**src/core/uart_rx_status_pkg.sv**
```systemverilog
// constants for the receive status and threshold block
package uart_rx_status_pkg;
  localparam logic [11:0] STA_OFFSET = 12'h000;
  localparam logic [11:0] MODE_OFFSET = 12'h004;
  localparam logic [11:0] RXDATA_OFFSET = 12'h008;
  localparam logic [11:0] BAUD_OFFSET = 12'h00c;
  localparam int STA_THR_LSB = 6;
  localparam int STA_ADDRESS_CHAR_DETECT_ENABLE_BIT = 5;
  localparam int STA_IDLE_BIT = 4;
  localparam int STA_PARITY_ERROR_FLAG_BIT = 3;
  localparam int STA_FRAMING_ERROR_FLAG_BIT = 2;
  localparam int STA_OVERRUN_ERROR_FLAG_BIT = 1;
  localparam int STA_DA_BIT = 0;
  localparam int STA_RXEN_BIT = 12;
  localparam int MODE_FMT_LSB = 1;
  localparam int MODE_STOP_BIT = 0;
  localparam logic [1:0] THR_ONE = 2'h0;
  localparam logic [1:0] THR_HALF = 2'h1;
  localparam logic [1:0] THR_3Q = 2'h2;
  localparam logic [3:0] LEVEL_HALF = 4'h4;
  localparam logic [3:0] LEVEL_3Q = 4'h6;
  localparam logic [1:0] FMT_NOPAR = 2'h0;
  localparam logic [1:0] FMT_EVEN = 2'h1;
  localparam logic [1:0] FMT_ODD = 2'h2;
  localparam logic [1:0] FMT_NINE = 2'h3;
  localparam logic [15:0] BAUD_RESET = 16'h000f;
  localparam int OVERSAMPLE = 16;
  typedef enum logic [1:0] {
    RX_IDLE = 2'b00,
    RX_START = 2'b01,
    RX_BITS = 2'b10,
    RX_STOP = 2'b11
  } rx_state_t;
endpackage

```
**src/core/uart_rx_status.sv**
```systemverilog
// receive path with status flags, threshold flag and apb registers
`timescale 1ns/1ps
`default_nettype none
module uart_rx_status
  import uart_rx_status_pkg::*;
#(
  parameter int DEPTH = 8
) (
  // clock and reset
  input wire logic CLOCK,
  input wire logic RST,
  // apb slave
  input wire logic PSEL,
  input wire logic PENABLE,
  input wire logic PWRITE,
  input wire logic [11:0] PADDR,
  input wire logic [31:0] PWDATA,
  output logic [31:0] PRDATA,
  output logic PREADY,
  output logic PSLVERR,
  // serial line and status
  input wire logic RX_PIN,
  output logic RX_IRQ_FLAG,
  output logic ADDRESS_CHAR_SEEN
);
  localparam int AW = $clog2(DEPTH);

  ////////////////////////////////////////////////////////////////////////
  // apb decode
  wire wr_en = PSEL && PENABLE && PWRITE;
  wire rd_en = PSEL && PENABLE && !PWRITE;
  wire hit_sta = PADDR == STA_OFFSET;
  wire hit_mode = PADDR == MODE_OFFSET;
  wire hit_data = PADDR == RXDATA_OFFSET;
  wire hit_baud = PADDR == BAUD_OFFSET;
  wire mapped = hit_sta || hit_mode || hit_data || hit_baud;
  assign PREADY = 1'b1;
  assign PSLVERR = PSEL && PENABLE && !mapped;

  logic [1:0] rx_irq_threshold_select_q;
  logic address_char_detect_enable_q;
  logic receiver_enable_bit_q;
  logic [1:0] parity_data_format_select_q;
  logic stop_two_q;
  logic [15:0] baud_div_q;
  logic overrun_error_flag_q;

  wire sta_wr = wr_en && hit_sta;
  // a zero written over a set overrun flag is the clear event
  wire overrun_error_flag_clear = sta_wr && !PWDATA[STA_OVERRUN_ERROR_FLAG_BIT] && overrun_error_flag_q;

  always_ff @(posedge CLOCK or posedge RST) begin
    if (RST) begin
      rx_irq_threshold_select_q <= THR_ONE;
      address_char_detect_enable_q <= 1'b0;
      receiver_enable_bit_q <= 1'b0;
      parity_data_format_select_q <= FMT_NOPAR;
      stop_two_q <= 1'b0;
      baud_div_q <= BAUD_RESET;
    end else begin
      if (sta_wr) begin
        rx_irq_threshold_select_q <= PWDATA[STA_THR_LSB +: 2];
        address_char_detect_enable_q <= PWDATA[STA_ADDRESS_CHAR_DETECT_ENABLE_BIT];
        receiver_enable_bit_q <= PWDATA[STA_RXEN_BIT];
      end
      if (wr_en && hit_mode) begin
        parity_data_format_select_q <= PWDATA[MODE_FMT_LSB +: 2];
        stop_two_q <= PWDATA[MODE_STOP_BIT];
      end
      if (wr_en && hit_baud) begin
        baud_div_q <= PWDATA[15:0];
      end
    end
  end

  ////////////////////////////////////////////////////////////////////////
  // line synchroniser
  logic rx_meta_q;
  logic rx_sync_q;
  always_ff @(posedge CLOCK or posedge RST) begin
    if (RST) begin
      rx_meta_q <= 1'b1;
      rx_sync_q <= 1'b1;
    end else begin
      rx_meta_q <= RX_PIN;
      rx_sync_q <= rx_meta_q;
    end
  end
  // disabled receiver sees a steady idle line
  wire rx_line = receiver_enable_bit_q ? rx_sync_q : 1'b1;

  ////////////////////////////////////////////////////////////////////////
  // receive shift register
  rx_state_t state_q;
  logic [15:0] tick_cnt_q;
  logic [3:0] os_cnt_q;
  logic [3:0] bit_cnt_q;
  logic [9:0] shift_q;
  logic stop_idx_q;

  wire nine_bit = parity_data_format_select_q == FMT_NINE;
  wire has_par = parity_data_format_select_q == FMT_EVEN
      || parity_data_format_select_q == FMT_ODD;
  wire [3:0] nbits = (nine_bit || has_par) ? 4'h9 : 4'h8;
  wire tick = tick_cnt_q == baud_div_q;
  wire mid = tick && os_cnt_q == 4'(OVERSAMPLE / 2 - 1);
  wire last_os = tick && os_cnt_q == 4'(OVERSAMPLE - 1);
  wire stop_last = !stop_two_q || stop_idx_q;
  wire frame_done = state_q == RX_STOP && mid && stop_last;

  logic [AW:0] count_q;
  wire full = count_q == (AW + 1)'(DEPTH);

  always_ff @(posedge CLOCK or posedge RST) begin
    if (RST) begin
      state_q <= RX_IDLE;
      tick_cnt_q <= 16'h0000;
      os_cnt_q <= 4'h0;
      bit_cnt_q <= 4'h0;
      shift_q <= 10'h000;
      stop_idx_q <= 1'b0;
    end else if (overrun_error_flag_clear || !receiver_enable_bit_q) begin
      state_q <= RX_IDLE;
      tick_cnt_q <= 16'h0000;
      os_cnt_q <= 4'h0;
      bit_cnt_q <= 4'h0;
      shift_q <= 10'h000;
      stop_idx_q <= 1'b0;
    end else begin
      tick_cnt_q <= tick ? 16'h0000 : tick_cnt_q + 16'h0001;
      if (tick) begin
        os_cnt_q <= last_os ? 4'h0 : os_cnt_q + 4'h1;
      end
      unique case (state_q)
        RX_IDLE: begin
          tick_cnt_q <= 16'h0000;
          os_cnt_q <= 4'h0;
          // reception stays blocked while the overrun flag is set
          if (!rx_line && !overrun_error_flag_q) begin
            state_q <= RX_START;
          end
        end
        RX_START: begin
          if (mid) begin
            state_q <= rx_line ? RX_IDLE : RX_START;
          end
          if (last_os) begin
            state_q <= RX_BITS;
            bit_cnt_q <= 4'h0;
          end
        end
        RX_BITS: begin
          if (mid) begin
            shift_q <= {rx_line, shift_q[9:1]};
          end
          if (last_os) begin
            bit_cnt_q <= bit_cnt_q + 4'h1;
            if (bit_cnt_q == nbits - 4'h1) begin
              state_q <= RX_STOP;
              stop_idx_q <= 1'b0;
            end
          end
        end
        RX_STOP: begin
          if (mid && !stop_last) begin
            stop_idx_q <= 1'b1;
          end
          if (frame_done) begin
            state_q <= RX_IDLE;
          end
        end
      endcase
    end
  end

  ////////////////////////////////////////////////////////////////////////
  // assembled character: data, ninth bit, parity and framing status
  wire [8:0] rx_word = nbits == 4'h9 ? shift_q[9:1] : {1'b0, shift_q[9:2]};
  wire par_calc = ^rx_word[7:0] ^ (parity_data_format_select_q == FMT_ODD);
  wire par_bad = has_par && (par_calc != rx_word[8]);
  wire frm_bad = !rx_line;
  wire [8:0] rx_data = has_par ? {1'b0, rx_word[7:0]} : rx_word;
  // address detect: ninth bit marks an address, only in 9-bit mode
  wire addr_char = address_char_detect_enable_q && nine_bit && rx_word[8];
  wire push = frame_done && !full;
  wire overflow = frame_done && full;

  ////////////////////////////////////////////////////////////////////////
  // eight-entry receive buffer
  logic [10:0] mem_q [DEPTH];
  logic [AW-1:0] wr_ptr_q;
  logic [AW-1:0] rd_ptr_q;
  wire pop = rd_en && hit_data && count_q != '0;
  wire [10:0] head = mem_q[rd_ptr_q];

  always_ff @(posedge CLOCK) begin
    if (push) begin
      mem_q[wr_ptr_q] <= {frm_bad, par_bad, rx_data};
    end
  end

  always_ff @(posedge CLOCK or posedge RST) begin
    if (RST) begin
      wr_ptr_q <= '0;
      rd_ptr_q <= '0;
      count_q <= '0;
      overrun_error_flag_q <= 1'b0;
      ADDRESS_CHAR_SEEN <= 1'b0;
    end else begin
      ADDRESS_CHAR_SEEN <= push && addr_char;
      if (overrun_error_flag_clear) begin
        wr_ptr_q <= '0;
        rd_ptr_q <= '0;
        count_q <= '0;
        overrun_error_flag_q <= 1'b0;
      end else begin
        if (push) begin
          wr_ptr_q <= wr_ptr_q + 1'b1;
        end
        if (pop) begin
          rd_ptr_q <= rd_ptr_q + 1'b1;
        end
        count_q <= count_q + (AW + 1)'(push) - (AW + 1)'(pop);
        if (overflow) begin
          overrun_error_flag_q <= 1'b1;
        end
      end
    end
  end

  ////////////////////////////////////////////////////////////////////////
  // status flags and threshold
  wire data_avail = count_q != '0;
  wire idle_flag = state_q == RX_IDLE;
  wire parity_error_flag_flag = data_avail && head[9];
  wire framing_error_flag_flag = data_avail && head[10];
  logic irq_d;
  always_comb begin
    unique case (rx_irq_threshold_select_q)
      THR_HALF: irq_d = count_q >= (AW + 1)'(LEVEL_HALF);
      THR_3Q: irq_d = count_q >= (AW + 1)'(LEVEL_3Q);
      default: irq_d = data_avail;
    endcase
  end

  wire [31:0] sta_word = {19'h00000, receiver_enable_bit_q, 4'h0,
      rx_irq_threshold_select_q, address_char_detect_enable_q, idle_flag,
      parity_error_flag_flag, framing_error_flag_flag, overrun_error_flag_q, data_avail};
  wire [31:0] rd_mux = hit_sta ? sta_word
      : hit_mode ? {29'h00000000, parity_data_format_select_q, stop_two_q}
      : hit_data ? {23'h000000, head[8:0]}
      : hit_baud ? {16'h0000, baud_div_q} : 32'h00000000;

  always_ff @(posedge CLOCK or posedge RST) begin
    if (RST) begin
      PRDATA <= 32'h00000000;
      RX_IRQ_FLAG <= 1'b0;
    end else begin
      PRDATA <= (PSEL && !PENABLE && !PWRITE) ? rd_mux : PRDATA;
      RX_IRQ_FLAG <= irq_d;
    end
  end

  ////////////////////////////////////////////////////////////////////////
  // checks
  chk_irq_threshold: assert property (@(posedge CLOCK) disable iff (RST)
    rx_irq_threshold_select_q == THR_3Q |=> RX_IRQ_FLAG == ($past(count_q) >= 6))
    else $error("rx irq flag disagrees with six-char threshold");
  chk_overrun_sticky: assert property (@(posedge CLOCK) disable iff (RST)
    overrun_error_flag_q && !overrun_error_flag_clear |=> overrun_error_flag_q)
    else $error("overrun flag dropped without software clear");
  chk_overrun_empty: assert property (@(posedge CLOCK) disable iff (RST)
    overrun_error_flag_clear |=> count_q == '0 && state_q == RX_IDLE)
    else $error("overrun clear did not empty the receiver");
  chk_overrun_set: assert property (@(posedge CLOCK) disable iff (RST)
    overflow |=> overrun_error_flag_q && count_q == $past(count_q) - (AW + 1)'($past(pop)))
    else $error("overflow char written or flag not set");
  chk_rx_gated: assert property (@(posedge CLOCK) disable iff (RST)
    !receiver_enable_bit_q |=> state_q == RX_IDLE)
    else $error("receiver active while disabled");
  chk_addr_nine: assert property (@(posedge CLOCK) disable iff (RST)
    ADDRESS_CHAR_SEEN |-> $past(nine_bit) && $past(address_char_detect_enable_q))
    else $error("address char flagged outside 9-bit mode");
  chk_idle_flag: assert property (@(posedge CLOCK) disable iff (RST)
    $rose(state_q == RX_START) |-> !idle_flag ##1 !sta_word[STA_IDLE_BIT])
    else $error("idle flag high during reception");
  chk_data_avail: assert property (@(posedge CLOCK) disable iff (RST)
    push |=> sta_word[STA_DA_BIT])
    else $error("data available not set after push");
  chk_error_head: assert property (@(posedge CLOCK) disable iff (RST)
    !data_avail |-> !parity_error_flag_flag && !framing_error_flag_flag)
    else $error("error flag shown with empty buffer");
  chk_irq_half: assert property (@(posedge CLOCK) disable iff (RST)
    rx_irq_threshold_select_q == THR_HALF |=> RX_IRQ_FLAG == ($past(count_q) >= LEVEL_HALF))
    else $error("rx irq flag disagrees with four-char threshold");
  chk_irq_one: assert property (@(posedge CLOCK) disable iff (RST)
    rx_irq_threshold_select_q == THR_ONE |=> RX_IRQ_FLAG == ($past(count_q) != '0))
    else $error("rx irq flag disagrees with one-char threshold");
  chk_shift_clear: assert property (@(posedge CLOCK) disable iff (RST)
    overrun_error_flag_clear |=> shift_q == 10'h000 && bit_cnt_q == 4'h0)
    else $error("overrun clear left the shift register loaded");
endmodule
`default_nettype wire

```
**config.mk**
```make
export PLATFORM = sky130hd
export DESIGN_NAME = uart_rx_status
export DESIGN_NICKNAME = d
export VERILOG_FILES = /design/src/core/uart_rx_status_pkg.sv /design/src/core/uart_rx_status.sv
export SDC_FILE = /design/constraint.sdc
export NUM_CORES = 1
export LEC_CHECK = 0
export CORE_UTILIZATION = 59
export DETAILED_ROUTE_END_ITERATION = 8
export DONT_BUFFER_PORTS = 1
export GPL_TIMING_DRIVEN = 0
export PLACE_DENSITY = 0.75
export SYNTH_ARGS = -nofsm -noshare
export SYNTH_HDL_FRONTEND = slang
export SYNTH_SLANG_ARGS = --single-unit
```
**constraint.sdc**
```tcl
create_clock -name CLOCK -period 5.4 [get_ports CLOCK]
set_input_delay 0.27 -clock CLOCK [delete_from_list [all_inputs] [get_ports CLOCK]]
set_output_delay 0.27 -clock CLOCK [all_outputs]
set_load 0.1 [all_outputs]
```
=== Word-level counts from Yosys, hierarchy flattened ===
Memory sizes are Yosys's and may differ from the RTL's.
Index checks and enable logic that the tools add are counted.

* Logic and storage cells: 164
* Latch bits: 0
* ROM bits: 0
* RAM bits: 88
* Flip-flop bits (word level): 107
* Memories: 1

* Equality and inequality tests: 25
* Multipliers: 0
* Magnitude comparators: 2
* Muxes and demuxes: 46
* Divide/modulo/power cells: 0
* Add/subtract/negate cells: 8
* Reductions and logical operators: 60
* Shift-type cells: 0
* Bitwise operators: 1

{| class="wikitable"
|+ Memories
! name !! words !! bits a word !! rd ports !! clocked after memory_dff !! wr ports !! line !! RTL
|-
| mem_q || 8 || 11 || 1 || 0 || 1 || uart_rx_status.sv:190 || <nowiki>logic [10:0] mem_q [DEPTH];</nowiki>
|}

{| class="wikitable"
|+ Operators by type and width
! kind !! number
|-
| two-way mux 16 bit || 7
|-
| two-way mux 4 bit || 8
|-
| two-way mux 10 bit || 3
|-
| logical AND 1 bit || 27
|-
| equality test 12 x 4 -> 1 bit, second input constant || 2
|-
| two-way mux 9 bit || 2
|-
| adder 16 x 1 -> 16 bit, second input constant || 1
|-
| equality test 16 bit || 1
|-
| two-way mux 2 bit || 7
|-
| equality test 12 x 3 -> 1 bit, second input constant || 1
|-
| equality test 4 bit, second input constant || 3
|-
| zero test 12 bit || 1
|-
| two-way mux 3 bit || 4
|-
| two-way mux 1 bit || 11
|-
| equality test 2 bit, second input constant || 5
|-
| zero test 1 bit || 10
|-
| nonzero test 2 bit || 5
|-
| inequality test 3 bit, second input constant || 3
|-
| nonzero test 3 bit || 3
|-
| adder 4 x 1 -> 4 bit, second input constant || 2
|-
| greater-or-equal comparator 4 x 3 -> 1 bit, second input constant || 2
|-
| one-hot mux 2 bit (4 select lines) || 1
|-
| one-hot mux 4 bit (2 select lines) || 1
|-
| XOR reduction 8 bit || 1
|-
| 20 further kinds || 31
|}

=== Logic depth before layout (Yosys ltp) ===
Gate-level depths: netlist of run 1.

* Depth in word-level cells: 10
* Gate-level depth with buffers: 14
* Mapped depth without buffers: 13

=== Worst setup path before layout of run 1 ===
No wires, ideal clock.

* Path kind: register to register
* Start: reg baud_div_q[3]
* End: mem mem_q[1][0], enable pin
* Arrival time: 2385 ps
* Buffers on the path: 2
* Path slack: 2622 ps
* Stages on the path, launching flop included: 8
* Setup time: 393 ps
* Required time: 5007 ps
* Path through: dfstp_2 xor2_1 nor4_1 and4_1 buf_2 buf_2 nand4_1 nor3_1

* Cells in the longest elaborated chain, start to end: 7

{| class="wikitable"
|+ RTL lines
! what !! line !! RTL
|-
| from (decl) || uart_rx_status.sv:45 || <nowiki>logic [15:0] baud_div_q;</nowiki>
|-
| from (signal assigned) || uart_rx_status.sv:71 || <nowiki>baud_div_q <= PWDATA[15:0];</nowiki>
|-
| equality test 16 bit || uart_rx_status.sv:105 || <nowiki>wire tick = tick_cnt_q == baud_div_q;</nowiki>
|-
| logical AND 1 bit || uart_rx_status.sv:106 || <nowiki>wire mid = tick && os_cnt_q == 4'(OVERSAMPLE / 2 - 1);</nowiki>
|-
| logical AND 1 bit (2 in series) || uart_rx_status.sv:109 || <nowiki>wire frame_done = state_q == RX_STOP && mid && stop_last;</nowiki>
|-
| logical AND 1 bit || uart_rx_status.sv:185 || <nowiki>wire push = frame_done && !full;</nowiki>
|-
| two-way mux 1 bit || uart_rx_status.sv:197 || <nowiki>if (push) begin</nowiki>
|-
| two-way mux 1 bit (implied by the code) || uart_rx_status.sv:198 || <nowiki>mem_q[wr_ptr_q] <= {frm_bad, par_bad, rx_data};</nowiki>
|-
| to (decl) || uart_rx_status.sv:190 ||
|}

No other way between the ends.

=== Worst setup path in the final report of run 1 ===
* Start: reg os_cnt_q[0]
* End: mem mem_q[6][9], enable pin

* Cells in the longest elaborated chain, start to end: 7

{| class="wikitable"
|+ RTL lines
! what !! line !! RTL
|-
| from (decl) || uart_rx_status.sv:96 || <nowiki>logic [3:0] os_cnt_q;</nowiki>
|-
| from (signal assigned) || uart_rx_status.sv:132 || <nowiki>os_cnt_q <= last_os ? 4'h0 : os_cnt_q + 4'h1;</nowiki>
|-
| equality test 4 x 3 -> 1 bit || uart_rx_status.sv:106 ||
|-
| logical AND 1 bit || uart_rx_status.sv:106 ||
|-
| logical AND 1 bit (2 in series) || uart_rx_status.sv:109 ||
|-
| logical AND 1 bit || uart_rx_status.sv:185 ||
|-
| two-way mux 1 bit || uart_rx_status.sv:197 ||
|-
| two-way mux 1 bit (implied by the code) || uart_rx_status.sv:198 ||
|}

No other way between the ends.

==> run metrics, run 1 <==
# clock sinks=approximately 180; number of synthesis warnings=0; Core Rows=between 40 and 50; power per cell area=417 nW/um^2; vias in the first global route=5502; CP Launch Type=flop; 1st-pass router iterations=5; final instance area=9570 um^2; worst slack, placed=around 1.9 ns; slowest stage cell on the critical path=nor2_1; WL/cell=21.7 um; CP max stage delay=0.90 ns; CP bufs+invs=0; CTS root buffer=clkbuf_16; H-tree depth=4; Core ar.=around 14000 um^2; RSZ-0062 raised after global routing=false; CTS clk-pin slew, worst paths=about 0.06 ns; remaining global-route overflow=0; total power=approximately 4.0 mW; initial antenna violation count=0; Post-DP HPWL=about 13 mm; final net count=roughly 770; Reg area=between 4000 and 5000 um^2; family with the most delay on the worst path=simple AND/OR/NAND/NOR gates; Min Hold Slack=0.0370 ns; DR vias/cell=between 6 and 7; Max IR drop VDD=295 uV; final clock skew=0.00694 ns; area grow syn2layout=13.3%; min Tclk post-route=approximately 3.5 ns; Initial DRC Count=about 540; largest net degree at the start of global routing=65; reported max-cap violation count=0; slew margin rel.=0.189; synth unique cells=63; Post-Syn Instances=641; WS Path Type=flop to flop; initial core utilization=0.606; Multi-input gate area=3230 um^2; GPL Wtd Cong=roughly 0.85; Clock Latency Late Sink=0.43 ns; status=completed; Post-DP Area=a little under 9000 um^2; CTS buffer count=17; final core utilization=0.686; Worst EP required=5.44 ns; syn avg cell area=roughly 13 um^2; sequential fraction of the synthesis area=0.581; Hold WC Path Type=input pin to flop; Seq cells post-synth=roughly 180; GRT Overall Usage=0.281; final hold vios=0; CTS tree=built; pins over their slew limit=0; # DRC=0; synthesized area=~8400 um^2; non-filler instance count after layout=~890; Placed Instances=838; final worst slack=1.92 ns; Fill cells=about 960; cell breakdown of the critical path=ha_1 -> and2b_1 -> a21boi_0 -> nand3_1 -> or4_4 -> nor2_1; Slew @ Worst Pin=about 1.2 ns; final critical-path share of the clock period=0.645; setup tns final=0 ns; Critical path origin=os_cnt_q[0]; I/O pins=86; hold wc startpoint=PSEL; die area=around 15000 um^2; Clock Tree Buf Depth=2; vias=5509; Post-synth EDFFs=88; final WL=a little under 20 mm; Routed Antenna Nets=0; IO Port Bufs=0; ANT cells=0; first-pass GRT wire length=a little over 30 mm; final setup fails=0; worst path arrival time=3.53 ns; critical path peak fanout=11; ys async rst share=0.506; Die Width=122 um; die height=~120 um; FMAX=~290 MHz; FF-to-FF Start=os_cnt_q[0]; Primary FF master, synth=edfxtp_1; LEAKAGE=just under 4 nW; fraction of final layout cells sized beyond drive strength 1=0.182; element type at the critical path end=flop
==> path summary, 6_finish.rpt <==
| kind | slack (ns) | end | depth (start not counted) |
|---|---|---|---|
| hold / removal | 0.04 | PRDATA[3] | 2 |
| setup reg to reg | 1.92 | mem_q[6][9] | 6 |
| hold reg to reg | 0.36 | rx_sync_q | 0 |
| setup / recovery | 1.92 | mem_q[6][9] | 6 |
| min in group asynchronous | 0.30 | ADDRESS_CHAR_SEEN | 2 |
| max in group asynchronous | 4.42 | baud_div_q[0] | 3 |
==> cell usage in the layout, fill, tap and decap left out, drive strengths merged, types with 8 or more instances in the layout <==
cell         count
mux2i           11
conb            17
xnor2            9
mux2            29
nor3            11
dlygate4sd3     18
a21oi           25
and3             9
edfxtp          88
buf             40
clkinv           8
inv             23
o21ai           30
nand4           11
nand2           30
nand3           22
a22o            13
xor2            28
clkbuf          27
mux4            22
nor2            46
dfrtp           84
ha              19
==> routing by layer <==
layer  vias up  part of all wire  GRT usage
li1       2450                 -          -
met1      2765              0.39      0.355
met2       262              0.51      0.472
met3        32             0.073     0.0581
met4         0             0.027      0.121
met5         -                 0          0
==> cells by family after synthesis <==
kind of cell,share of synthesized area
flops,0.581
mux,0.110
simple gates,0.109
compound gates,0.0774
xor+xnor,0.0468
buf+inv,0.0439
other cells,0.000890
fa+ha+maj,0.0305
==> power breakdown <==
| group | total, mW | internal, mW | switching (mW) |
|---|---|---|---|
| clock | 1.29 | 0.771 | 0.516 |
| sequential | 1.75 | 1.62 | 0.134 |
| combinational | 0.947 | 0.367 | 0.580 |
==> synth_stat cells, types with 5 or more instances <==
cell	n	share of area
edfxtp_1	88	0.31
nand3_1	22	0.013
nor3_1	8	0.0047
dfstp_2	6	0.019
mux2i_1	11	0.013
buf_2	14	0.0083
nor2_1	45	0.020
xnor2_1	9	0.0093
nand2_1	30	0.013
mux4_2	22	0.059
o21ai_0	30	0.018
dfrtp_1	84	0.25
xor2_1	28	0.029
clkbuf_1	10	0.0044
mux2_2	19	0.025
ha_1	19	0.028
and3_1	9	0.0067
inv_1	20	0.0089
a21oi_1	25	0.015
buf_4	21	0.019
nand4_1	11	0.0082
and2_1	6	0.0044
o31ai_1	7	0.0062
mux2_1	10	0.013
a22o_1	13	0.013
nand2b_1	5	0.0037
a22oi_1	7	0.0062
==> registers in the layout (all words and copies together), names as in the netlist, 2 cells and up <==
signal,count
baud_div_q,16
tick_cnt_q,16
os_cnt_q,4
shift_q,9
rd_ptr_q,3
bit_cnt_q,4
mem_q,88
state_q,2
count_q,4
wr_ptr_q,3
rx_irq_threshold_select_q,2
PRDATA,16
parity_data_format_select_q,2
==> final cells by class <==
class | count | area share
Multi-Input combinational cell | 409 | 0.338
Tap cell | 180 | 0.0235
Buffer | 48 | 0.0305
Timing Repair Buffer | 20 | 0.0229
Inverter | 21 | 0.00850
Sequential cell | 178 | 0.512
Clock inverter | 15 | 0.0196
Clock buffer | 17 | 0.0445
==> timing repair <==
item                                   in CTS  in global routing
hold buffers                               18                  0
gates resized for setup                     0                  0
endpoints found under the hold margin      50                  0
buffers inserted                            0                  0
(Power assumes the default switching activity.)
==> run 2, diff against run 1 <==
CORE_UTILIZATION = 57   (was 59)
clock period = 2.8 ns   (was 5.4 ns; I/O delays follow)
==> run metrics, run 2 (synthesis gave the netlist of run 1 again) <==
final setup fails=0 (unchanged); vias in the first global route=5403 (-1.8%); CTS clk-pin slew, worst paths=0.07 ns (about the same); DR vias/cell=6.16 (-0.72%); initial antenna violation count=0 (unchanged); Clock Latency Late Sink=0.43 ns (about the same); slew margin rel.=0.279 (+0.0897); WL/cell=20.9 um (-3.3%); total power=7.54 mW (+89%); R2R Setup Slk=0.08 ns (-1.83 ns); fraction of final layout cells sized beyond drive strength 1=0.234 (+0.0519); H-tree depth=4 (unchanged); CTS buffer count=17 (unchanged); CP Launch Type=flop; power per cell area=769 nW/um^2 (+85%); reported max-cap violation count=0 (unchanged); Post-DP Area=8780 um^2 (about the same); first-pass GRT wire length=28.8 mm (-4.7%); final clock skew=0.00977 ns (+0.00283 ns); final critical-path share of the clock period=0.970 (+0.325); GPL Wtd Cong=0.845 (-1.1%); worst path arrival time=3.08 ns (-0.45 ns); Routed Antenna Nets=0 (unchanged); area grow syn2layout=16.2%; I/O pins=86 (unchanged); Critical path destination=count_q[1]; final hold vios=0 (unchanged); final net count=779 (+1.8%); IO Port Bufs=0 (unchanged); Core ar.=14500 um^2 (+3.9%); pins over their slew limit=0 (unchanged); Initial DRC Count=521 (-4.1%); most frequent cells in the layout=edfxtp_1 (88), dfrtp_1 (82), nor2_1 (37), buf_4 (33); LEAKAGE=3.92 nW (+1.7%); CTS root buffer=clkbuf_16; # clock sinks=178 (unchanged); final WL=19.0 mm (-1.3%); GRT Overall Usage=0.260 (-0.0216); Slew @ Worst Pin=1.08 ns (-0.131 ns); WS Path Type=flop to flop; status=completed; # DRC=0 (unchanged); Max IR drop VDD=513 uV (+74%); Post-DP HPWL=12.7 mm (-2.3%); Hold WC Path Type=input pin to flop; FF-to-FF Start=baud_div_q[2]; die area=15300 um^2 (+3.5%); initial core utilization=0.583 (-0.0228); vias=5580 (+1.3%); commonest non-fill, non-tap cell in the layout=edfxtp_1; FMAX=368 MHz (+28%); Clock Tree Buf Depth=2 (unchanged); worst reg2reg path depth=10 (+4); Largest register FFs=88 (unchanged); Biggest register=mem_q; final instance area=9810 um^2 (+2.6%); Core Rows=44 (+2.3%); 1st-pass router iterations=5 (unchanged); reg-to-reg endpoint=count_q[1]; die height=124 um (+1.7%); Die Width=124 um (+1.7%); Critical path origin=baud_div_q[2]; critical path peak fanout=4 (-7); ANT cells=0 (unchanged); Worst EP required=3.17 ns (-2.27 ns); remaining global-route overflow=0 (unchanged); CTS tree=built; min Tclk post-route=2.72 ns (-0.766 ns); largest net degree at the start of global routing=67 (+3.1%); element type at the critical path end=flop
run 2: how the worst min path moves through the flow:
stage | endpoint | depth (start not counted) | start | slack (ns)
floorplan | rx_meta_q | 0 | RX_PIN | 0.14
global placement | rx_meta_q | 0 | RX_PIN | 0.14
detailed placement | ADDRESS_CHAR_SEEN | 1 | RST | 0.009
CTS | wr_ptr_q[0] | 3 | PADDR[3] | 0.07
global route | PRDATA[13] | 3 | PSEL | 0.10
finish | wr_ptr_q[0] | 3 | PADDR[3] | 0.09
run 2: final cells by class:
| type | instances | area (um^2) |
|---|---|---|
| timing repair buffer | 36 | 372 |
| buffer | 46 | 290 |
| tap | 184 | 230 |
| clock inverter | 12 | 100 |
| multi-input combinational | 409 | 3390 |
| inverter | 21 | 81.3 |
| sequential | 178 | 4900 |
| clock buffer | 20 | 437 |
| fill | 956 | 4670 |
run 2: power breakdown:
part	total [mW]	switching (mW)	internal [mW]
Clock	2.21	1.05	1.16
Sequential	3.40	0.277	3.12
Combinational	1.94	1.14	0.795
run 2: layer usage:
| metal | up-vias | part of all wire | track usage |
|---|---|---|---|
| li1 | 2480 | - | - |
| met1 | 2831 | 0.42 | 0.334 |
| met2 | 233 | 0.50 | 0.428 |
| met3 | 36 | 0.059 | 0.0545 |
| met4 | 0 | 0.023 | 0.107 |
| met5 | - | 0 | 0 |
run 2: through the flow:
| step | instances | hold WS, ns | TNS, ns | setup slack, ns | utilization |
|---|---|---|---|---|---|
| floorplan | 656 | 0.144 | 0 | 0.0223 | - |
| global placement | 840 | 0.145 | -90.24 | -0.947 | 0.603 |
| detailed placement | 842 | 0.00936 | -44.55 | -0.629 | 0.606 |
| CTS | 901 | 0.0674 | 0 | 0.0149 | 0.667 |
| global route | 906 | 0.100 | -0.148 | -0.0500 | 0.677 |
| finish | 906 | 0.0857 | 0 | 0.0838 | 0.677 |
run 2: worst max-delay path: stages (launching register included):
cell and delay [ns]:
dfstp_2 0.57, xor2_2 0.11, nor4_4 0.34, and4_4 0.27, buf_6 0.11, nand3_2 0.08
ha_2 0.34, inv_1 0.04, ha_2 0.17, fa_2 0.51, nor2b_2 0.12
run 2: timing repair:
item                                    CTS  global route
endpoints found under the hold margin   110             0
gates resized for setup                  21            24
endpoints found under the setup margin   91            44
hold buffers                             21             0
setup buffers                             7             6
pin swaps                                 6             8
==> run 3, diff against run 2 <==
BUFFER_PORTS_ARGS = -buffer_cell sky130_fd_sc_hd__buf_2   (was default)
CORE_UTILIZATION = 59   (was 57)
DONT_BUFFER_PORTS = default   (was 1)
PLACE_DENSITY = 0.8   (was 0.75)
clock period = 2.73 ns   (was 2.8 ns; I/O delays follow)
==> run metrics, run 3 (synthesis gave the netlist of run 1 again) <==
status=completed; final worst slack=0.0234 ns (-0.0604 ns); remaining global-route overflow=0 (unchanged); most frequent cells in the layout=edfxtp_1 (88), dfrtp_1 (82), buf_2 (63), buf_4 (42), nor2_1 (38); Clock Latency Late Sink=0.44 ns (about the same); worst slack, placed=-0.730 ns (-0.101 ns); Clock Tree Buf Depth=2 (unchanged); family with the most delay on the worst path=simple AND/OR/NAND/NOR gates; WL/cell=21.9 um (+4.6%); Core ar.=13900 um^2 (-3.8%); LEAKAGE=4.22 nW (+7.7%); # clock sinks=178 (unchanged); largest net degree at the start of global routing=65 (-3.0%); final net count=842 (+8.1%); Max IR drop VDD=589 uV (+15%); critical path peak fanout=11 (+7); worst hold endpoint=PRDATA[3]; ANT cells=0 (unchanged); met1 Usage GRT=0.384 (+0.0493); vias in the first global route=5991 (+11%); R2R Setup Slk=0.02 ns (-0.06 ns); cell breakdown of the critical path=xor2_1 -> nor4_2 -> buf_4 -> buf_4 -> nand4_1 -> or4_4 -> buf_4 -> nor2_4 -> buf_12; Hold Path Depth=3 (unchanged); setup tns final=0 ns (unchanged); WS Path Type=flop to flop; I/O pins=86 (unchanged); worst reg2reg path depth=9 (-1); slew margin rel.=0.365 (+0.0865); CP Launch Type=flop; 1st-pass router iterations=5 (unchanged); FF-to-FF Start=baud_div_q[10]; initial core utilization=0.606 (+0.0228); fraction of final layout cells sized beyond drive strength 1=0.296 (+0.0615); FMAX=369 MHz (+0.35%); CTS clk-pin slew, worst paths=0.07 ns (about the same); element type at the critical path end=flop; hold wc startpoint=PSEL; final hold vios=0 (unchanged); CP max stage delay=0.56 ns (about the same); first-pass GRT wire length=32.5 mm (+13%); die height=122 um (-1.7%); Core Rows=43 (-2.3%); Worst path depth=9 (-1); met3 Use GR=0.0552 (+0.000756); GRT Overall Usage=0.299 (+0.0398); reported max-cap violation count=0 (unchanged); final critical-path share of the clock period=0.991 (+0.0214); commonest non-fill, non-tap cell in the layout=edfxtp_1; Routed Antenna Nets=0 (unchanged); initial antenna violation count=0 (unchanged); pins over their slew limit=0 (unchanged); vias=6031 (+8.1%); Die Width=122 um (-1.7%); Biggest register=mem_q; GPL Wtd Cong=0.863 (+2.1%); met2 Resource Use GR=0.497 (+0.0690); final WL=21.1 mm (+11%); final setup fails=0 (unchanged); Top Usage Layer GRT=met2; slowest stage cell on the critical path=or4_4; RSZ-0062 raised after global routing=true; min Tclk post-route=2.71 ns (-0.00958 ns); reg-to-reg endpoint=mem_q[2][8]; Slew @ Worst Pin=0.942 ns (-0.139 ns); Initial DRC Count=646 (+24%); area grow syn2layout=20.7%; crit-path most repeated cell=buf_4; worst path arrival time=2.86 ns (-0.22 ns); CTS tree=built; final core utilization=0.731 (+0.0535); power per cell area=775 nW/um^2 (+0.81%); # DRC=0 (unchanged); DR vias/cell=6.25 (+1.5%); die area=14800 um^2 (-3.3%); CP bufs+invs=4 (+2); Largest register FFs=88 (unchanged); CTS buffer count=17 (unchanged); CTS root buffer=clkbuf_16; total power=7.90 mW (+4.7%); Hold WC Path Type=input pin to flop; Min Hold Slack=0.0421 ns (-0.0436 ns); Fill cells=832 (-13%); H-tree depth=4 (unchanged); Post-DP HPWL=13.1 mm (+3.2%); IO Port Bufs=52 (+52); final clock skew=0.00876 ns (-0.00101 ns); Worst EP required=2.88 ns (-0.29 ns)
==> run 3: cell count changes in the layout (fill, tap and decap cells not counted), sizes merged <==
cell	delta
clkbuf	-2
clkinv	+5
inv	-2
clkinvlp	-1
dlygate4sd3	-3
buf	+66
==> run 3: worst register-to-register path, stage by stage, from the launching register on <==
cell	delay [ns]
dfrtp_1	0.41
xor2_1	0.19
nor4_2	0.35
buf_4	0.17
buf_4	0.09
nand4_1	0.20
or4_4	0.56
buf_4	0.18
nor2_4	0.10
buf_12	0.16
==> run 3: final cells by class <==
cell class,count,area (um^2),area share
Clock buffer,18,429,0.0421
Tap cell,180,225,0.0221
Sequential cell,178,4900,0.482
Buffer,47,299,0.0294
Multi-Input combinational cell,409,3390,0.333
Inverter,21,85.1,0.00835
Clock inverter,14,105,0.0103
Timing Repair Buffer,98,746,0.0732
==> run 3: power breakdown <==
part / switching [mW] / internal (mW)
Clock: 1.09 / 1.18
Combinational: 1.29 / 0.856
Sequential: 0.282 / 3.20
Total: 2.66 / 5.23
==> run 3: repair_timing <==
item / 4_1_cts / 5_1_grt
endpoints found under the hold margin: 50 / 0
hold buffers: 18 / 0
endpoints found under the setup margin: 99 / 77
resized for setup: 24 / 21
pin swaps: 11 / 7
setup buffers: 16 / 11
==> run 3: worst max-delay path by stage <==
stage | startpoint | endpoint
6_report | baud_div_q[10] | mem_q[2][8]
2_1_floorplan | baud_div_q[3] | count_q[2]
5_1_grt | tick_cnt_q[9] | count_q[1]
3_5_place_dp | os_cnt_q[0] | mem_q[6][9]
4_1_cts | os_cnt_q[0] | count_q[2]
3_3_place_gp | RST | PRDATA[0]
==> run 3: layer usage <==
layer / vias to the layer above / wire (um)
met5: - / 0
met4: 0 / 813
met3: 75 / 1380
met2: 309 / 10600
met1: 3034 / 8390
li1: 2613 / -
==> run 3: through the flow <==
stage / instances / area, um^2
CTS: 954 / 10000
global placement: 888 / 8990
detailed placement: 889 / 9020
global route: 965 / 10200
floorplan: 656 / 8500
finish: 965 / 10200
